==> config.mk <==
export PLATFORM = sky130hd
export DESIGN_NAME = drive_cap_outage
export DESIGN_NICKNAME = d
export VERILOG_FILES = /design/src/drive_cap_pkg.sv /design/src/signed_mag.sv /design/src/drive_cap_outage.sv
export SDC_FILE = /design/constraint.sdc
export NUM_CORES = 1
export LEC_CHECK = 0
export ABC_AREA = 1
export BUFFER_PORTS_ARGS = -buffer_cell sky130_fd_sc_hd__buf_2
export CORE_AREA = 2 2 195 216
export DETAILED_ROUTE_END_ITERATION = 10
export DIE_AREA = 0 0 197 218
export PLACE_DENSITY_LB_ADDON = 0.12
export SYNTH_ARGS = -nofsm -noshare
export SYNTH_HDL_FRONTEND = slang
export SYNTH_HIERARCHICAL = 1
export SYNTH_SLANG_ARGS = --single-unit
==> constraint.sdc <==
create_clock -name clk_sys -period 3.5 [get_ports clk_sys]
set_input_delay 0 -clock clk_sys [delete_from_list [all_inputs] [get_ports clk_sys]]
set_output_delay 0 -clock clk_sys [all_outputs]
set_load 0.05 [all_outputs]
==> src/drive_cap_pkg.sv <==
// Purpose: Shared constants for the speed cap and outage hold block
// Assumes: 25 MHz system clock, 32-bit register port
// Notes:   Offsets are byte addresses on the plain register port
// Functional notes
// - Approach flag when deviation magnitude within near width
// - Clamp speed to limit during torque control
// - Speed-limited flag high while clamping is active
// - Source select picks max or overspeed speed
// - Cap from torque or force register, 0..10000
// - Cap above source speed falls back to source
// - Keep power through outage up to ride time
// - Restore motor power when main supply recovers
// - Drop ready when outage exceeds ride time
// - Control supply loss acts as normal power-off
// - Undervoltage during outage abandons the hold
package drive_cap_pkg;
  localparam logic [7:0] CTRL_OFS      = 8'h00;
  localparam logic [7:0] TORQUE_CAP_OFS = 8'h04;
  localparam logic [7:0] FORCE_CAP_OFS = 8'h08;
  localparam logic [7:0] MAX_SPEED_OFS = 8'h0c;
  localparam logic [7:0] OVERSPEED_OFS = 8'h10;
  localparam logic [7:0] RIDE_TIME_OFS = 8'h14;
  localparam logic [7:0] NEAR_OFS      = 8'h18;
  localparam logic [7:0] COMPL_OFS     = 8'h1c;
  localparam logic [7:0] STATUS_OFS    = 8'h20;
  localparam logic [7:0] EV_STATUS_OFS = 8'h24;
  localparam logic [7:0] EV_CLEAR_OFS  = 8'h28;
  localparam logic [7:0] EV_ENABLE_OFS = 8'h2c;
  localparam logic [7:0] LIMIT_OFS     = 8'h30;

  localparam int CTRL_TORQUE_BIT = 0;
  localparam int CTRL_LINEAR_BIT = 1;
  localparam int CTRL_SRC_BIT    = 2;
  localparam int CTRL_W          = 3;

  localparam int ST_LIMITED  = 0;
  localparam int ST_APPROACH = 1;
  localparam int ST_POWER    = 2;
  localparam int ST_READY    = 3;
  localparam int ST_OUTAGE   = 4;

  localparam int EV_LIMIT   = 0;
  localparam int EV_OUTAGE  = 1;
  localparam int EV_CUT     = 2;
  localparam int EV_RECOVER = 3;
  localparam int EV_W       = 4;

  localparam logic [CTRL_W-1:0] CTRL_RST = 3'h0;
  localparam logic [15:0] CAP_RST       = 16'h2710;
  localparam logic [15:0] CAP_MAX       = 16'h2710;
  localparam logic [15:0] MAX_SPEED_RST = 16'h2710;
  localparam logic [15:0] OVERSPEED_RST = 16'h2710;
  localparam logic [15:0] RIDE_RST      = 16'h0014;
  localparam logic [15:0] RIDE_MIN      = 16'h0014;
  localparam logic [15:0] RIDE_MAX      = 16'hc350;
  localparam logic [30:0] NEAR_RST      = 31'h4000_0000;
  localparam logic [30:0] NEAR_MIN      = 31'h0000_0001;
  localparam logic [30:0] NEAR_MAX      = 31'h4000_0000;
  localparam logic [30:0] COMPL_RST     = 31'h0000_0007;
  localparam logic [EV_W-1:0] EV_EN_RST = 4'h0;

  localparam int CLK_HZ    = 25_000_000;
  localparam int MS_TIME   = 1;
  localparam int MS_CYCLES = CLK_HZ / 1000 * MS_TIME;

  typedef enum logic [1:0] {PWR_OFF, PWR_RUN, PWR_HOLD, PWR_CUT} pwr_state_type;
endpackage : drive_cap_pkg

==> src/signed_mag.sv <==
// Purpose: Magnitude of a two's complement value
// Assumes: Most negative input maps to its unsigned magnitude
// Notes:   Used for speed demand and position deviation
`timescale 1ns/1ps
module signed_mag #(
  parameter int W = 16
) (
  input  logic signed [W-1:0] val, // Signed input
  output logic        [W-1:0] mag  // Absolute value
);
  assign mag = val[W-1] ? W'(-val) : W'(val);
endmodule : signed_mag

==> src/drive_cap_outage.sv <==
// Purpose: Speed cap in torque mode, outage ride-through, near flag
// Assumes: Inputs synchronous to clk_sys, supply flags debounced
// Notes:   Registers on a plain strobe port, read data one cycle later
//
// Design decisions made here: the register addresses and the address-and-strobe port.
`timescale 1ns/1ps
module drive_cap_outage #(
  parameter int MS_CYCLES = drive_cap_pkg::MS_CYCLES
) (
  input  logic               clk_sys,            // 25 MHz clock
  input  logic               sys_rst,            // Sync reset, high
  input  logic [7:0]         reg_addr,           // Byte address
  input  logic [31:0]        reg_wdata,          // Write data
  input  logic               reg_wr,             // Write strobe
  input  logic               reg_rd,             // Read strobe
  output logic [31:0]        reg_rdata,          // Read data, next cycle
  input  logic signed [16:0] speed_demand,       // Speed before cap
  output logic signed [16:0] speed_cmd,          // Speed after cap
  output logic               speed_limited_flag, // Clamping active
  input  logic signed [31:0] position_deviation, // Deviation counter
  output logic               approach_flag,      // Near positioning
  input  logic               main_supply_ok,     // Main circuit present
  input  logic               control_supply_ok,  // Control logic alive
  input  logic               undervoltage_alarm, // Supply undervoltage
  input  logic               servo_on_req,       // Host servo-on
  output logic               motor_power_on,     // Power stage enable
  output logic               drive_ready,        // Servo ready
  output logic               irq                 // Level interrupt
);
  logic [drive_cap_pkg::CTRL_W-1:0] ctrl_q;
  logic [15:0]                      torque_cap_q;
  logic [15:0]                      force_cap_q;
  logic [15:0]                      max_speed_q;
  logic [15:0]                      overspeed_q;
  logic [15:0]                      ride_q;
  logic [30:0]                      near_q;
  logic [30:0]                      compl_q;
  logic [drive_cap_pkg::EV_W-1:0]   ev_q;
  logic [drive_cap_pkg::EV_W-1:0]   ev_en_q;
  logic [31:0]                      rdata_q;
  logic signed [16:0]               cmd_q;
  logic                             limited_q;
  logic                             approach_q;
  logic                             power_q;
  logic                             ready_q;
  logic [15:0]                      pre_q;
  logic [15:0]                      ms_q;
  drive_cap_pkg::pwr_state_type     state_q;
  drive_cap_pkg::pwr_state_type     state_d;

  // Address decode
  wire wr_ctrl  = reg_wr && reg_addr == drive_cap_pkg::CTRL_OFS;
  wire wr_tcap  = reg_wr && reg_addr == drive_cap_pkg::TORQUE_CAP_OFS;
  wire wr_fcap  = reg_wr && reg_addr == drive_cap_pkg::FORCE_CAP_OFS;
  wire wr_max   = reg_wr && reg_addr == drive_cap_pkg::MAX_SPEED_OFS;
  wire wr_ovs   = reg_wr && reg_addr == drive_cap_pkg::OVERSPEED_OFS;
  wire wr_ride  = reg_wr && reg_addr == drive_cap_pkg::RIDE_TIME_OFS;
  wire wr_near  = reg_wr && reg_addr == drive_cap_pkg::NEAR_OFS;
  wire wr_compl = reg_wr && reg_addr == drive_cap_pkg::COMPL_OFS;
  wire wr_clr   = reg_wr && reg_addr == drive_cap_pkg::EV_CLEAR_OFS;
  wire wr_en    = reg_wr && reg_addr == drive_cap_pkg::EV_ENABLE_OFS;

  // Out-of-range writes saturate so the logic never sees them
  wire [15:0] cap_w = reg_wdata[31:16] != 16'h0 || reg_wdata[15:0] > drive_cap_pkg::CAP_MAX
                      ? drive_cap_pkg::CAP_MAX : reg_wdata[15:0];
  wire [15:0] ride_w = reg_wdata[31:16] != 16'h0 || reg_wdata[15:0] > drive_cap_pkg::RIDE_MAX
                       ? drive_cap_pkg::RIDE_MAX
                       : reg_wdata[15:0] < drive_cap_pkg::RIDE_MIN
                       ? drive_cap_pkg::RIDE_MIN : reg_wdata[15:0];
  wire [30:0] near_w = reg_wdata[31] || reg_wdata[30:0] > drive_cap_pkg::NEAR_MAX
                       ? drive_cap_pkg::NEAR_MAX
                       : reg_wdata[30:0] < drive_cap_pkg::NEAR_MIN
                       ? drive_cap_pkg::NEAR_MIN : reg_wdata[30:0];
  // Completion width may be zero, so only the top end saturates
  wire [30:0] compl_w = reg_wdata[31] || reg_wdata[30:0] > drive_cap_pkg::NEAR_MAX
                        ? drive_cap_pkg::NEAR_MAX : reg_wdata[30:0];

  // Effective limit
  wire        torque_mode = ctrl_q[drive_cap_pkg::CTRL_TORQUE_BIT];
  wire [15:0] cfg_cap = ctrl_q[drive_cap_pkg::CTRL_LINEAR_BIT] ? force_cap_q : torque_cap_q;
  wire [15:0] src_speed = ctrl_q[drive_cap_pkg::CTRL_SRC_BIT] ? overspeed_q : max_speed_q;
  wire [15:0] eff_limit = cfg_cap > src_speed ? src_speed : cfg_cap;

  wire [16:0] demand_mag;
  signed_mag #(.W(17)) u_demand_mag (
    .val (speed_demand),
    .mag (demand_mag)
  );
  wire               exceed = torque_mode && demand_mag > {1'b0, eff_limit};
  wire signed [16:0] lim_s  = {1'b0, eff_limit};
  wire signed [16:0] cmd_d  = !exceed ? speed_demand
                              : speed_demand[16] ? -lim_s : lim_s;

  wire [31:0] dev_mag;
  signed_mag #(.W(32)) u_dev_mag (
    .val (position_deviation),
    .mag (dev_mag)
  );
  wire approach_d = dev_mag <= {1'b0, near_q};

  // Outage timing
  wire ms_tick    = pre_q == 16'(MS_CYCLES - 1);
  wire ride_spent = ms_tick && ms_q >= ride_q;
  wire in_outage  = state_q == drive_cap_pkg::PWR_HOLD;

  always_comb
  begin
    state_d = state_q;
    unique case (state_q)
      drive_cap_pkg::PWR_OFF:
        if (control_supply_ok && main_supply_ok)
          state_d = drive_cap_pkg::PWR_RUN;
      drive_cap_pkg::PWR_RUN:
        if (!control_supply_ok)
          state_d = drive_cap_pkg::PWR_OFF;
        else if (!main_supply_ok)
          state_d = drive_cap_pkg::PWR_HOLD;
      drive_cap_pkg::PWR_HOLD:
        if (!control_supply_ok)
          state_d = drive_cap_pkg::PWR_OFF;
        else if (main_supply_ok)
          state_d = drive_cap_pkg::PWR_RUN;
        else if (undervoltage_alarm || ride_spent)
          state_d = drive_cap_pkg::PWR_CUT;
      drive_cap_pkg::PWR_CUT:
        if (!control_supply_ok)
          state_d = drive_cap_pkg::PWR_OFF;
        else if (main_supply_ok)
          state_d = drive_cap_pkg::PWR_RUN;
    endcase
  end

  wire alive_d = state_d == drive_cap_pkg::PWR_RUN || state_d == drive_cap_pkg::PWR_HOLD;

  // Events, set beats clear in the same cycle
  wire [drive_cap_pkg::EV_W-1:0] ev_set = {
    state_d == drive_cap_pkg::PWR_RUN && (in_outage || state_q == drive_cap_pkg::PWR_CUT),
    in_outage && state_d == drive_cap_pkg::PWR_CUT,
    state_q == drive_cap_pkg::PWR_RUN && state_d == drive_cap_pkg::PWR_HOLD,
    exceed && !limited_q
  };
  wire [drive_cap_pkg::EV_W-1:0] ev_clr = wr_clr ? reg_wdata[drive_cap_pkg::EV_W-1:0] : '0;
  wire [drive_cap_pkg::EV_W-1:0] ev_d   = ev_set | (ev_q & ~ev_clr);

  wire [31:0] status_w = {27'h0, in_outage, ready_q, power_q, approach_q, limited_q};
  wire [31:0] rd_mux =
    reg_addr == drive_cap_pkg::CTRL_OFS       ? {29'h0, ctrl_q} :
    reg_addr == drive_cap_pkg::TORQUE_CAP_OFS ? {16'h0, torque_cap_q} :
    reg_addr == drive_cap_pkg::FORCE_CAP_OFS  ? {16'h0, force_cap_q} :
    reg_addr == drive_cap_pkg::MAX_SPEED_OFS  ? {16'h0, max_speed_q} :
    reg_addr == drive_cap_pkg::OVERSPEED_OFS  ? {16'h0, overspeed_q} :
    reg_addr == drive_cap_pkg::RIDE_TIME_OFS  ? {16'h0, ride_q} :
    reg_addr == drive_cap_pkg::NEAR_OFS       ? {1'b0, near_q} :
    reg_addr == drive_cap_pkg::COMPL_OFS      ? {1'b0, compl_q} :
    reg_addr == drive_cap_pkg::STATUS_OFS     ? status_w :
    reg_addr == drive_cap_pkg::EV_STATUS_OFS  ? {28'h0, ev_q} :
    reg_addr == drive_cap_pkg::EV_ENABLE_OFS  ? {28'h0, ev_en_q} :
    reg_addr == drive_cap_pkg::LIMIT_OFS      ? {16'h0, eff_limit} : 32'h0;

  always_ff @(posedge clk_sys)
  begin
    if (sys_rst)
    begin
      ctrl_q       <= drive_cap_pkg::CTRL_RST;
      torque_cap_q <= drive_cap_pkg::CAP_RST;
      force_cap_q  <= drive_cap_pkg::CAP_RST;
      max_speed_q  <= drive_cap_pkg::MAX_SPEED_RST;
      overspeed_q  <= drive_cap_pkg::OVERSPEED_RST;
      ride_q       <= drive_cap_pkg::RIDE_RST;
      near_q       <= drive_cap_pkg::NEAR_RST;
      compl_q      <= drive_cap_pkg::COMPL_RST;
      ev_en_q      <= drive_cap_pkg::EV_EN_RST;
    end
    else
    begin
      if (wr_ctrl)  ctrl_q       <= reg_wdata[drive_cap_pkg::CTRL_W-1:0];
      if (wr_tcap)  torque_cap_q <= cap_w;
      if (wr_fcap)  force_cap_q  <= cap_w;
      if (wr_max)   max_speed_q  <= reg_wdata[15:0];
      if (wr_ovs)   overspeed_q  <= reg_wdata[15:0];
      if (wr_ride)  ride_q       <= ride_w;
      if (wr_near)  near_q       <= near_w;
      if (wr_compl) compl_q      <= compl_w;
      if (wr_en)    ev_en_q      <= reg_wdata[drive_cap_pkg::EV_W-1:0];
    end
  end

  always_ff @(posedge clk_sys)
  begin
    if (sys_rst)
    begin
      rdata_q    <= 32'h0;
      ev_q       <= '0;
      cmd_q      <= 17'h0;
      limited_q  <= 1'b0;
      approach_q <= 1'b0;
    end
    else
    begin
      rdata_q    <= reg_rd ? rd_mux : 32'h0;
      ev_q       <= ev_d;
      cmd_q      <= cmd_d;
      limited_q  <= exceed;
      approach_q <= approach_d;
    end
  end

  // Prescaler only runs during an outage so each hold starts on a whole ms
  always_ff @(posedge clk_sys)
  begin
    if (sys_rst)
    begin
      state_q <= drive_cap_pkg::PWR_OFF;
      pre_q   <= 16'h0;
      ms_q    <= 16'h0;
      power_q <= 1'b0;
      ready_q <= 1'b0;
    end
    else
    begin
      state_q <= state_d;
      // Supply return clears the prescaler too, so a later hold starts fresh
      pre_q   <= !in_outage || main_supply_ok || ms_tick ? 16'h0 : pre_q + 16'h1;
      ms_q    <= !in_outage || main_supply_ok ? 16'h0
                 : ms_tick ? ms_q + 16'h1 : ms_q;
      power_q <= servo_on_req && alive_d;
      ready_q <= alive_d;
    end
  end

  assign reg_rdata          = rdata_q;
  assign speed_cmd          = cmd_q;
  assign speed_limited_flag = limited_q;
  assign approach_flag      = approach_q;
  assign motor_power_on     = power_q;
  assign drive_ready        = ready_q;
  assign irq                = |(ev_q & ev_en_q);

  chk_near_flag: assert property (@(posedge clk_sys) disable iff (sys_rst)
    !$past(sys_rst) |-> approach_flag == ($past(dev_mag) <= {1'b0, $past(near_q)}))
    else $error("approach flag disagrees with deviation");

  chk_cmd_bound: assert property (@(posedge clk_sys) disable iff (sys_rst)
    torque_mode |=> (speed_cmd[16] ? 17'(-speed_cmd) : speed_cmd) <= {1'b0, $past(eff_limit)})
    else $error("speed command above limit in torque mode");

  chk_flag_clamp: assert property (@(posedge clk_sys) disable iff (sys_rst)
    speed_limited_flag |-> speed_cmd == (speed_cmd[16] ? -$past(lim_s) : $past(lim_s))
                           && $past(speed_demand) != speed_cmd)
    else $error("limited flag without clamped command");

  chk_src_select: assert property (@(posedge clk_sys) disable iff (sys_rst)
    eff_limit <= (ctrl_q[drive_cap_pkg::CTRL_SRC_BIT] ? overspeed_q : max_speed_q)
    && eff_limit <= cfg_cap)
    else $error("limit exceeds selected source or cap");

  chk_cap_pick: assert property (@(posedge clk_sys) disable iff (sys_rst)
    !ctrl_q[drive_cap_pkg::CTRL_LINEAR_BIT] && torque_cap_q <= src_speed |-> eff_limit == torque_cap_q)
    else $error("torque cap not used for rotary motor");

  chk_cap_fallback: assert property (@(posedge clk_sys) disable iff (sys_rst)
    cfg_cap > src_speed |-> eff_limit == src_speed)
    else $error("cap above source speed not replaced");

  chk_hold_power: assert property (@(posedge clk_sys) disable iff (sys_rst)
    in_outage && control_supply_ok && !undervoltage_alarm && ms_q < ride_q
    |=> state_q != drive_cap_pkg::PWR_CUT)
    else $error("power cut before ride time");

  chk_recover: assert property (@(posedge clk_sys) disable iff (sys_rst)
    state_q == drive_cap_pkg::PWR_CUT && main_supply_ok && control_supply_ok
    |=> state_q == drive_cap_pkg::PWR_RUN ##1 drive_ready)
    else $error("no recovery after supply returned");

  chk_ready_drop: assert property (@(posedge clk_sys) disable iff (sys_rst)
    $fell(drive_ready) |-> $past(state_d) inside {drive_cap_pkg::PWR_CUT, drive_cap_pkg::PWR_OFF})
    else $error("ready dropped without outage end");

  chk_ctrl_loss: assert property (@(posedge clk_sys) disable iff (sys_rst)
    !control_supply_ok |=> !motor_power_on && !drive_ready)
    else $error("power kept after control supply loss");

  chk_uv_abandon: assert property (@(posedge clk_sys) disable iff (sys_rst)
    in_outage && control_supply_ok && !main_supply_ok && undervoltage_alarm
    |=> state_q == drive_cap_pkg::PWR_CUT ##1 !motor_power_on)
    else $error("hold kept under undervoltage");

  chk_ms_clear: assert property (@(posedge clk_sys) disable iff (sys_rst)
    main_supply_ok |=> ms_q == 16'h0 && pre_q == 16'h0)
    else $error("outage counter not cleared");

  chk_ready_hold: assert property (@(posedge clk_sys) disable iff (sys_rst)
    in_outage |-> drive_ready)
    else $error("ready dropped during outage hold");

  chk_cut_expiry: assert property (@(posedge clk_sys) disable iff (sys_rst)
    in_outage && control_supply_ok && !main_supply_ok && ms_tick && ms_q >= ride_q
    |=> state_q == drive_cap_pkg::PWR_CUT && !motor_power_on && !drive_ready)
    else $error("power kept after ride time expired");

  chk_servo_off: assert property (@(posedge clk_sys) disable iff (sys_rst)
    !servo_on_req |=> !motor_power_on)
    else $error("power on without servo request");
endmodule : drive_cap_outage

After elaboration in Yosys (flattened, before gate mapping) --
Index checks and enable logic that the tools add are counted.
Cells by class: div/mod/pow operators 0, $mul 0, $lt $le $gt $ge 9, bitwise operators 5, shifts and indexed selects 0, equal/unequal tests 19, reductions and logical operators 38, multiplexer cells 35, add/subtract/negate cells 5
Operator list (number):
- 2-to-1 mux 16 bit | 15
- 2-to-1 mux 31 bit | 5
- 2-to-1 mux 17 bit | 3
- equality test 8 x 6 -> 1 bit, second input constant | 5
- adder 16 x 1 -> 16 bit, second input constant | 2
- equality test 8 x 5 -> 1 bit, second input constant | 4
- <= comparator 32 x 31 -> 1 bit | 1
- 2-to-1 mux 32 bit | 1
- negator 32 bit | 1
- greater-than comparator 31 bit, second input constant | 1
- < comparator 31 x 1 -> 1 bit, second input constant | 1
- logical AND 1 bit | 18
- greater-than comparator 17 x 16 -> 1 bit | 1
- negator 16 -> 17 bit | 1
- negator 17 bit | 1
- equality test 16 x 15 -> 1 bit, second input constant | 1
- equality test 8 x 4 -> 1 bit, second input constant | 2
- >= comparator 16 bit | 1
- greater-than comparator 16 x 14 -> 1 bit, second input constant | 1
- greater-than comparator 16 bit | 1
- greater-than comparator 16 bit, second input constant | 1
- < comparator 16 x 5 -> 1 bit, second input constant | 1
- 2-to-1 mux 2 bit | 8
- nonzero test 16 bit | 1
- 19 further kinds | 34
Word-level totals: bits in latches 0, logic and storage cells 133, input bits 97, memories kept 0, flip-flop bits (word level) 240, bits in read-only memories 0, output and inout bits 54, RAM bits 0

Logic depth before layout (Yosys ltp) --
depth in word-level cells 15, gate-level depth with buffers 32, mapped depth without buffers 30

Cells and area by module --
Netlist, hierarchy kept.
Modules (own cells, without submodules):
- drive_cap_outage | cells each 1836, area an instance 13046.3 µm², instances 1
- signed_mag (u_dev_mag) | cells each 219, area an instance 1014.7 µm², instances 1
- signed_mag (u_demand_mag) | cells each 94, area an instance 478.0 µm², instances 1

Worst setup path before layout --
No wires, ideal clock.
kind reg-to-reg, start reg ctrl_q[1] in the netlist's numbering, end reg cmd_q[11], in the netlist speed_cmd[11], period minus slack after synthesis 3838 ps, arrival time 3723 ps, path buffers 4, setup time 115 ps, slack -338 ps, data required time 3385 ps, stages on the path, launching flop included 26, cell sequence dfxtp_1 -> inv_1 -> clkbuf_1 -> or2_2 -> o21ai_0 -> inv_1 -> ha_1 -> a21oi_1 -> nor2_1 -> nor2_1 -> nand2_1 -> nand2_1 -> nand2_2 -> nand2_4 -> buf_6 -> nand2_1 -> o21ai_1 -> inv_1 -> ha_1 -> nand4_1 -> nor4_1 -> a31oi_2 -> buf_4 -> buf_4 -> a21oi_1 -> nor2_1
Between the ends: word-level cells in the longest chain between the ends 6, elaborated cells between the ends (all ways) 8
RTL lines:
- start: declaration | RTL line drive_cap_outage.sv:30 | logic [drive_cap_pkg::CTRL_W-1:0] ctrl_q;
- start signal: assignment | RTL line drive_cap_outage.sv:164 | ctrl_q <= drive_cap_pkg::CTRL_RST;
- start signal: assignment | RTL line drive_cap_outage.sv:176 | if (wr_ctrl) ctrl_q <= reg_wdata[drive_cap_pkg::CTRL_W-1:0];
- 2-to-1 mux 16 bit * | RTL line drive_cap_outage.sv:80 | wire [15:0] cfg_cap = ctrl_q[drive_cap_pkg::CTRL_LINEAR_BIT] ? force_cap_q : torque_cap_q;
- greater-than comparator 16 bit | RTL line drive_cap_outage.sv:82 | wire [15:0] eff_limit = cfg_cap > src_speed ? src_speed : cfg_cap;
- 2-to-1 mux 16 bit * | RTL line drive_cap_outage.sv:82
- negator 16 -> 17 bit or greater-than comparator 17 x 16 -> 1 bit (tied branches) | RTL line drive_cap_outage.sv:92, drive_cap_outage.sv:89
- 2-to-1 mux 17 bit or logical AND 1 bit (tied branches) | RTL line drive_cap_outage.sv:92, drive_cap_outage.sv:89
- 2-to-1 mux 17 bit * | RTL line drive_cap_outage.sv:91 | wire signed [16:0] cmd_d = !exceed ? speed_demand
- end signal: assignment | RTL line drive_cap_outage.sv:202 | cmd_q <= cmd_d;
- end: declaration | RTL line drive_cap_outage.sv:41 | logic signed [16:0] cmd_q;
Mark *: on every way between the ends. The rest lies on a longest branch, timed or not. A chain may end at the register's enable or synchronous reset.

Final worst setup path --
start reg ctrl_q[2] in the netlist's numbering, end reg cmd_q[12], in the netlist speed_cmd[12]
Between the ends: word-level cells in the longest chain between the ends 6, elaborated cells between the ends (all ways) 8
RTL lines:
- 2-to-1 mux 16 bit * | RTL line drive_cap_outage.sv:81 | wire [15:0] src_speed = ctrl_q[drive_cap_pkg::CTRL_SRC_BIT] ? overspeed_q : max_speed_q;
- greater-than comparator 16 bit | RTL line drive_cap_outage.sv:82
- 2-to-1 mux 16 bit * | RTL line drive_cap_outage.sv:82
- negator 16 -> 17 bit or greater-than comparator 17 x 16 -> 1 bit (tied branches) | RTL line drive_cap_outage.sv:92, drive_cap_outage.sv:89
- 2-to-1 mux 17 bit or logical AND 1 bit (tied branches) | RTL line drive_cap_outage.sv:92, drive_cap_outage.sv:89
- 2-to-1 mux 17 bit * | RTL line drive_cap_outage.sv:91
Marked as above.

==> metrics.csv <==
stage;metric;value;unit
status;status;complete, but fails checks;
worst_hold_path;min-delay-start;reg_addr[4];
worst_hold_path;min_path_cells;5;
logic_synthesis;yosysSeqAreaShare;0.329;
final_layout;syn_to_final_growth;31.0;%
logic_synthesis;syn_avg_cell_area;6.77;sq um
cts;clk_pin_slew;60;ps
worst_hold_path;hold_path_class;primary input to flop;
final_layout;finish.utilization;0.467;
logic_synthesis;ys_seq_elements;239;
detailed_routing;drt_iter0_markers;1211;
setup_path;r2r-start;ctrl_q[2];
final_layout;antenna_cells;0;
logic_synthesis;synth_top_flop_cell;dfxtp_1;
sta;hold_viol;0;
detailed_routing;routed_wl;54400;um
power;p_leak;8.11;nW
setup_path;critPathLaunch;ctrl_q[2];
floorplan;dieArea;0.0429;sq mm
cts;cts_root_buf;clkbuf_16;
worst_hold_path;whs_endpoint;ev_en_q[1];
placed_design;place_ws;-218;ps
sta;fin_crit;3630;ps
detailed_routing;ant_nets;0;
placed_design;placed_cell_area;0.0169;sq mm
final_layout;layout_commonest_cell;nand2_1;
cts;cts_tree;built;
grt;grt_max_degree;76;
floorplan;core.rowCount;78;
floorplan;start_util;0.356;
sta;clock_skew;16.8;ps
power;total_power;6.56;mW
sta;post-route-period-util;1.04;
final_layout;stdcell_count;3009;
floorplan;io_pins;151;
placed_design;place.gp.congestion;0.893;
sta;rsz0062_at_grt;yes;
logic_synthesis;synth_nets;2332;
setup_path;cp.arrival;4080;ps
cts;clock_sinks;239;
detailed_routing;via_per_inst;5.17;
floorplan;die_h;218;um
setup_path;criticalPathCategory;flop to flop;
final_layout;nets;2656;
cts;clock_latency;560;ps
sta;tightest_slew;1010;ps
sta;setup_viol;19;
final_layout;layout_common_cells;nand2_1, inv_1, dfxtp_1;
grt;antenna_found_initial;1;
setup_path;r2r_cells;24;
job;maxCapViolations;0;
setup_path;rrSetupSlack;-130;ps
power;p_per_area;345;mW/mm^2
power;ir_drop;294;uV
sta;maxSlewViolCount;0;
cts;max-clock-path-buffers;3;
grt;overflow;0;
placed_design;hpwl;41600;um
detailed_routing;num_vias;15600;
logic_synthesis;netlist_instances;2149;
logic_synthesis;synth_edf_count;0;
setup_path;r2r-end;speed_cmd[12];
grt;grt_pass1_vias;14800;
detailed_routing;drt_pre_antenna_iters;5;
placed_design;io_buffers;149;
final_layout;layout-drive-gt1-share;0.219;
grt;grt_pass1_wl;83300;um
setup_path;cp-end-kind;flop;
setup_path;cp.required;3940;ps
cts;cts-htree-levels;1;
final_layout;design_area;0.0190;sq mm
logic_synthesis;yosys.cell_types.count;57;
final_layout;fillers;4183;
sta;max_freq;275;MHz
setup_path;worst-path-max-fanout;8;
setup_path;start_kind;flop;
detailed_routing;routedWlPerCell;18.1;um
logic_synthesis;synthArstFlopShare;0;
detailed_routing;drcViolationCount;0;
floorplan;die_w;197;um
logic_synthesis;yosysWarnings;6;
floorplan;coreArea;0.0408;sq mm
cts;cts_buffers;27;
grt;grt.total_usage;0.248;
status;violations;setup timing;
logic_synthesis;syn_area;0.0145;sq mm
sta;max_slew_margin;0.328;
placed_design;placed_cells;2881;
sta;layout_setup_ws;-133;ps
-- area by class of cell --
cell class,instances,area (sq um),area share
repair inverters,1,6.26,0.000329
inverters,264,1000,0.0527
repair buffers,375,2760,0.145
clock buffers,37,743,0.0390
well taps,520,651,0.0342
multi-input cells,1565,8990,0.472
flip-flops and latches,239,4790,0.252
clock inverters,8,96.3,0.00506
-- synthesized netlist by cell type, types with 21 or more instances --
| cell | n | area [sq um] |
|---|---|---|
| nand2_1 | 467 | 1750 |
| inv_1 | 251 | 942 |
| dfxtp_1 | 239 | 4780 |
| a21oi_1 | 217 | 1090 |
| nor2_1 | 216 | 811 |
| o21ai_0 | 178 | 891 |
| nand3_1 | 99 | 495 |
| ha_1 | 86 | 1080 |
| clkbuf_1 | 56 | 210 |
| nor3_1 | 30 | 150 |
| nand4_1 | 27 | 169 |
| o211ai_1 | 23 | 173 |
| nor2_2 | 22 | 138 |
| xor2_1 | 21 | 184 |
-- flip-flops by register name, summed over array words and instances, names as in the netlist --
| name | cells |
|---|---|
| approach_flag | 1 |
| ms_q | 16 |
| overspeed_q | 16 |
| ev_q | 4 |
| reg_rdata | 31 |
| motor_power_on | 1 |
| ev_en_q | 4 |
| compl_q | 31 |
| ctrl_q | 3 |
| ride_q | 16 |
| speed_cmd | 17 |
| force_cap_q | 16 |
| near_q | 31 |
| state_q | 2 |
| torque_cap_q | 16 |
| pre_q | 16 |
| max_speed_q | 16 |
| drive_ready | 1 |
| speed_limited_flag | 1 |
-- cells by family (layout without fill, tap and decap cells) --
logic type	count (synthesis)	in the layout	share of synthesized area
mux	10	10	0.00688
flops	239	239	0.329
buf+inv	345	685	0.0952
xor+xnor	35	35	0.0211
compound gates	493	493	0.187
simple gates	940	940	0.286
fa+ha+maj	86	86	0.0740
other cells	1	1	0.000258
-- metrics by stage --
| stage | hold slack [ps] | setup TNS (ps) |
|---|---|---|
| final | 45.4 | -2100 |
| after global routing | 125 | -5690 |
| after CTS | 35.7 | -1080 |
| after detailed placement | 263 | -3410 |
| after global placement | 243 | -2090 |
| after floorplan | 120 | -514 |
-- how the worst max path moves through the flow --
stage / cells after the start / to
final: 24 / speed_cmd[12]
after global routing: 28 / speed_cmd[7]
after CTS: 28 / speed_cmd[6]
after detailed placement: 25 / speed_cmd[2]
after global placement: 28 / speed_cmd[12]
after floorplan: 23 / speed_cmd[10]
-- per-layer routing --
metal  track usage  vias to the layer above  share of wire
met5             0                        -        0.00024
met4        0.0920                        2          0.033
met1         0.308                     7242           0.43
li1              -                     7768              -
met2         0.440                      470           0.49
met3        0.0271                       85          0.048
-- worst max-delay path, cell delays in order, from the launching register on --
cell and delay [ps]:
dfxtp_4 420, buf_12 160, buf_12 110, mux2i_4 250, ha_4 230, a21oi_2 140
nor2_1 50, nor2_1 100, nand2_1 60, nand2_1 80, nand2_2 100, nand2_8 120
buf_12 150, buf_12 130, o21ai_4 70, ha_4 270, nand2_2 40, nor4_2 230
buf_4 160, nand4_1 120, nand3_4 180, buf_6 150, nand3_2 60, nand2_2 70
nor2_1 50
-- power by group --
part / internal (mW) / total (mW) / switching, mW
Clock: 1.62 / 2.79 / 1.18
Sequential: 2.74 / 2.74 / 0.00737
Combinational: 0.391 / 1.03 / 0.635
Total: 4.75 / 6.56 / 1.82
-- timing repair --
action                                  in CTS  in global routing
setup buffers                               13                  6
gates cloned                                 5                  0
hold buffers                                60                  0
pin swaps                                   39                 18
resized for setup                           86                 33
endpoints found under the setup margin      19                 25
endpoints found under the hold margin      144                  0
No activity file was read; power rests on OpenSTA's default activity.
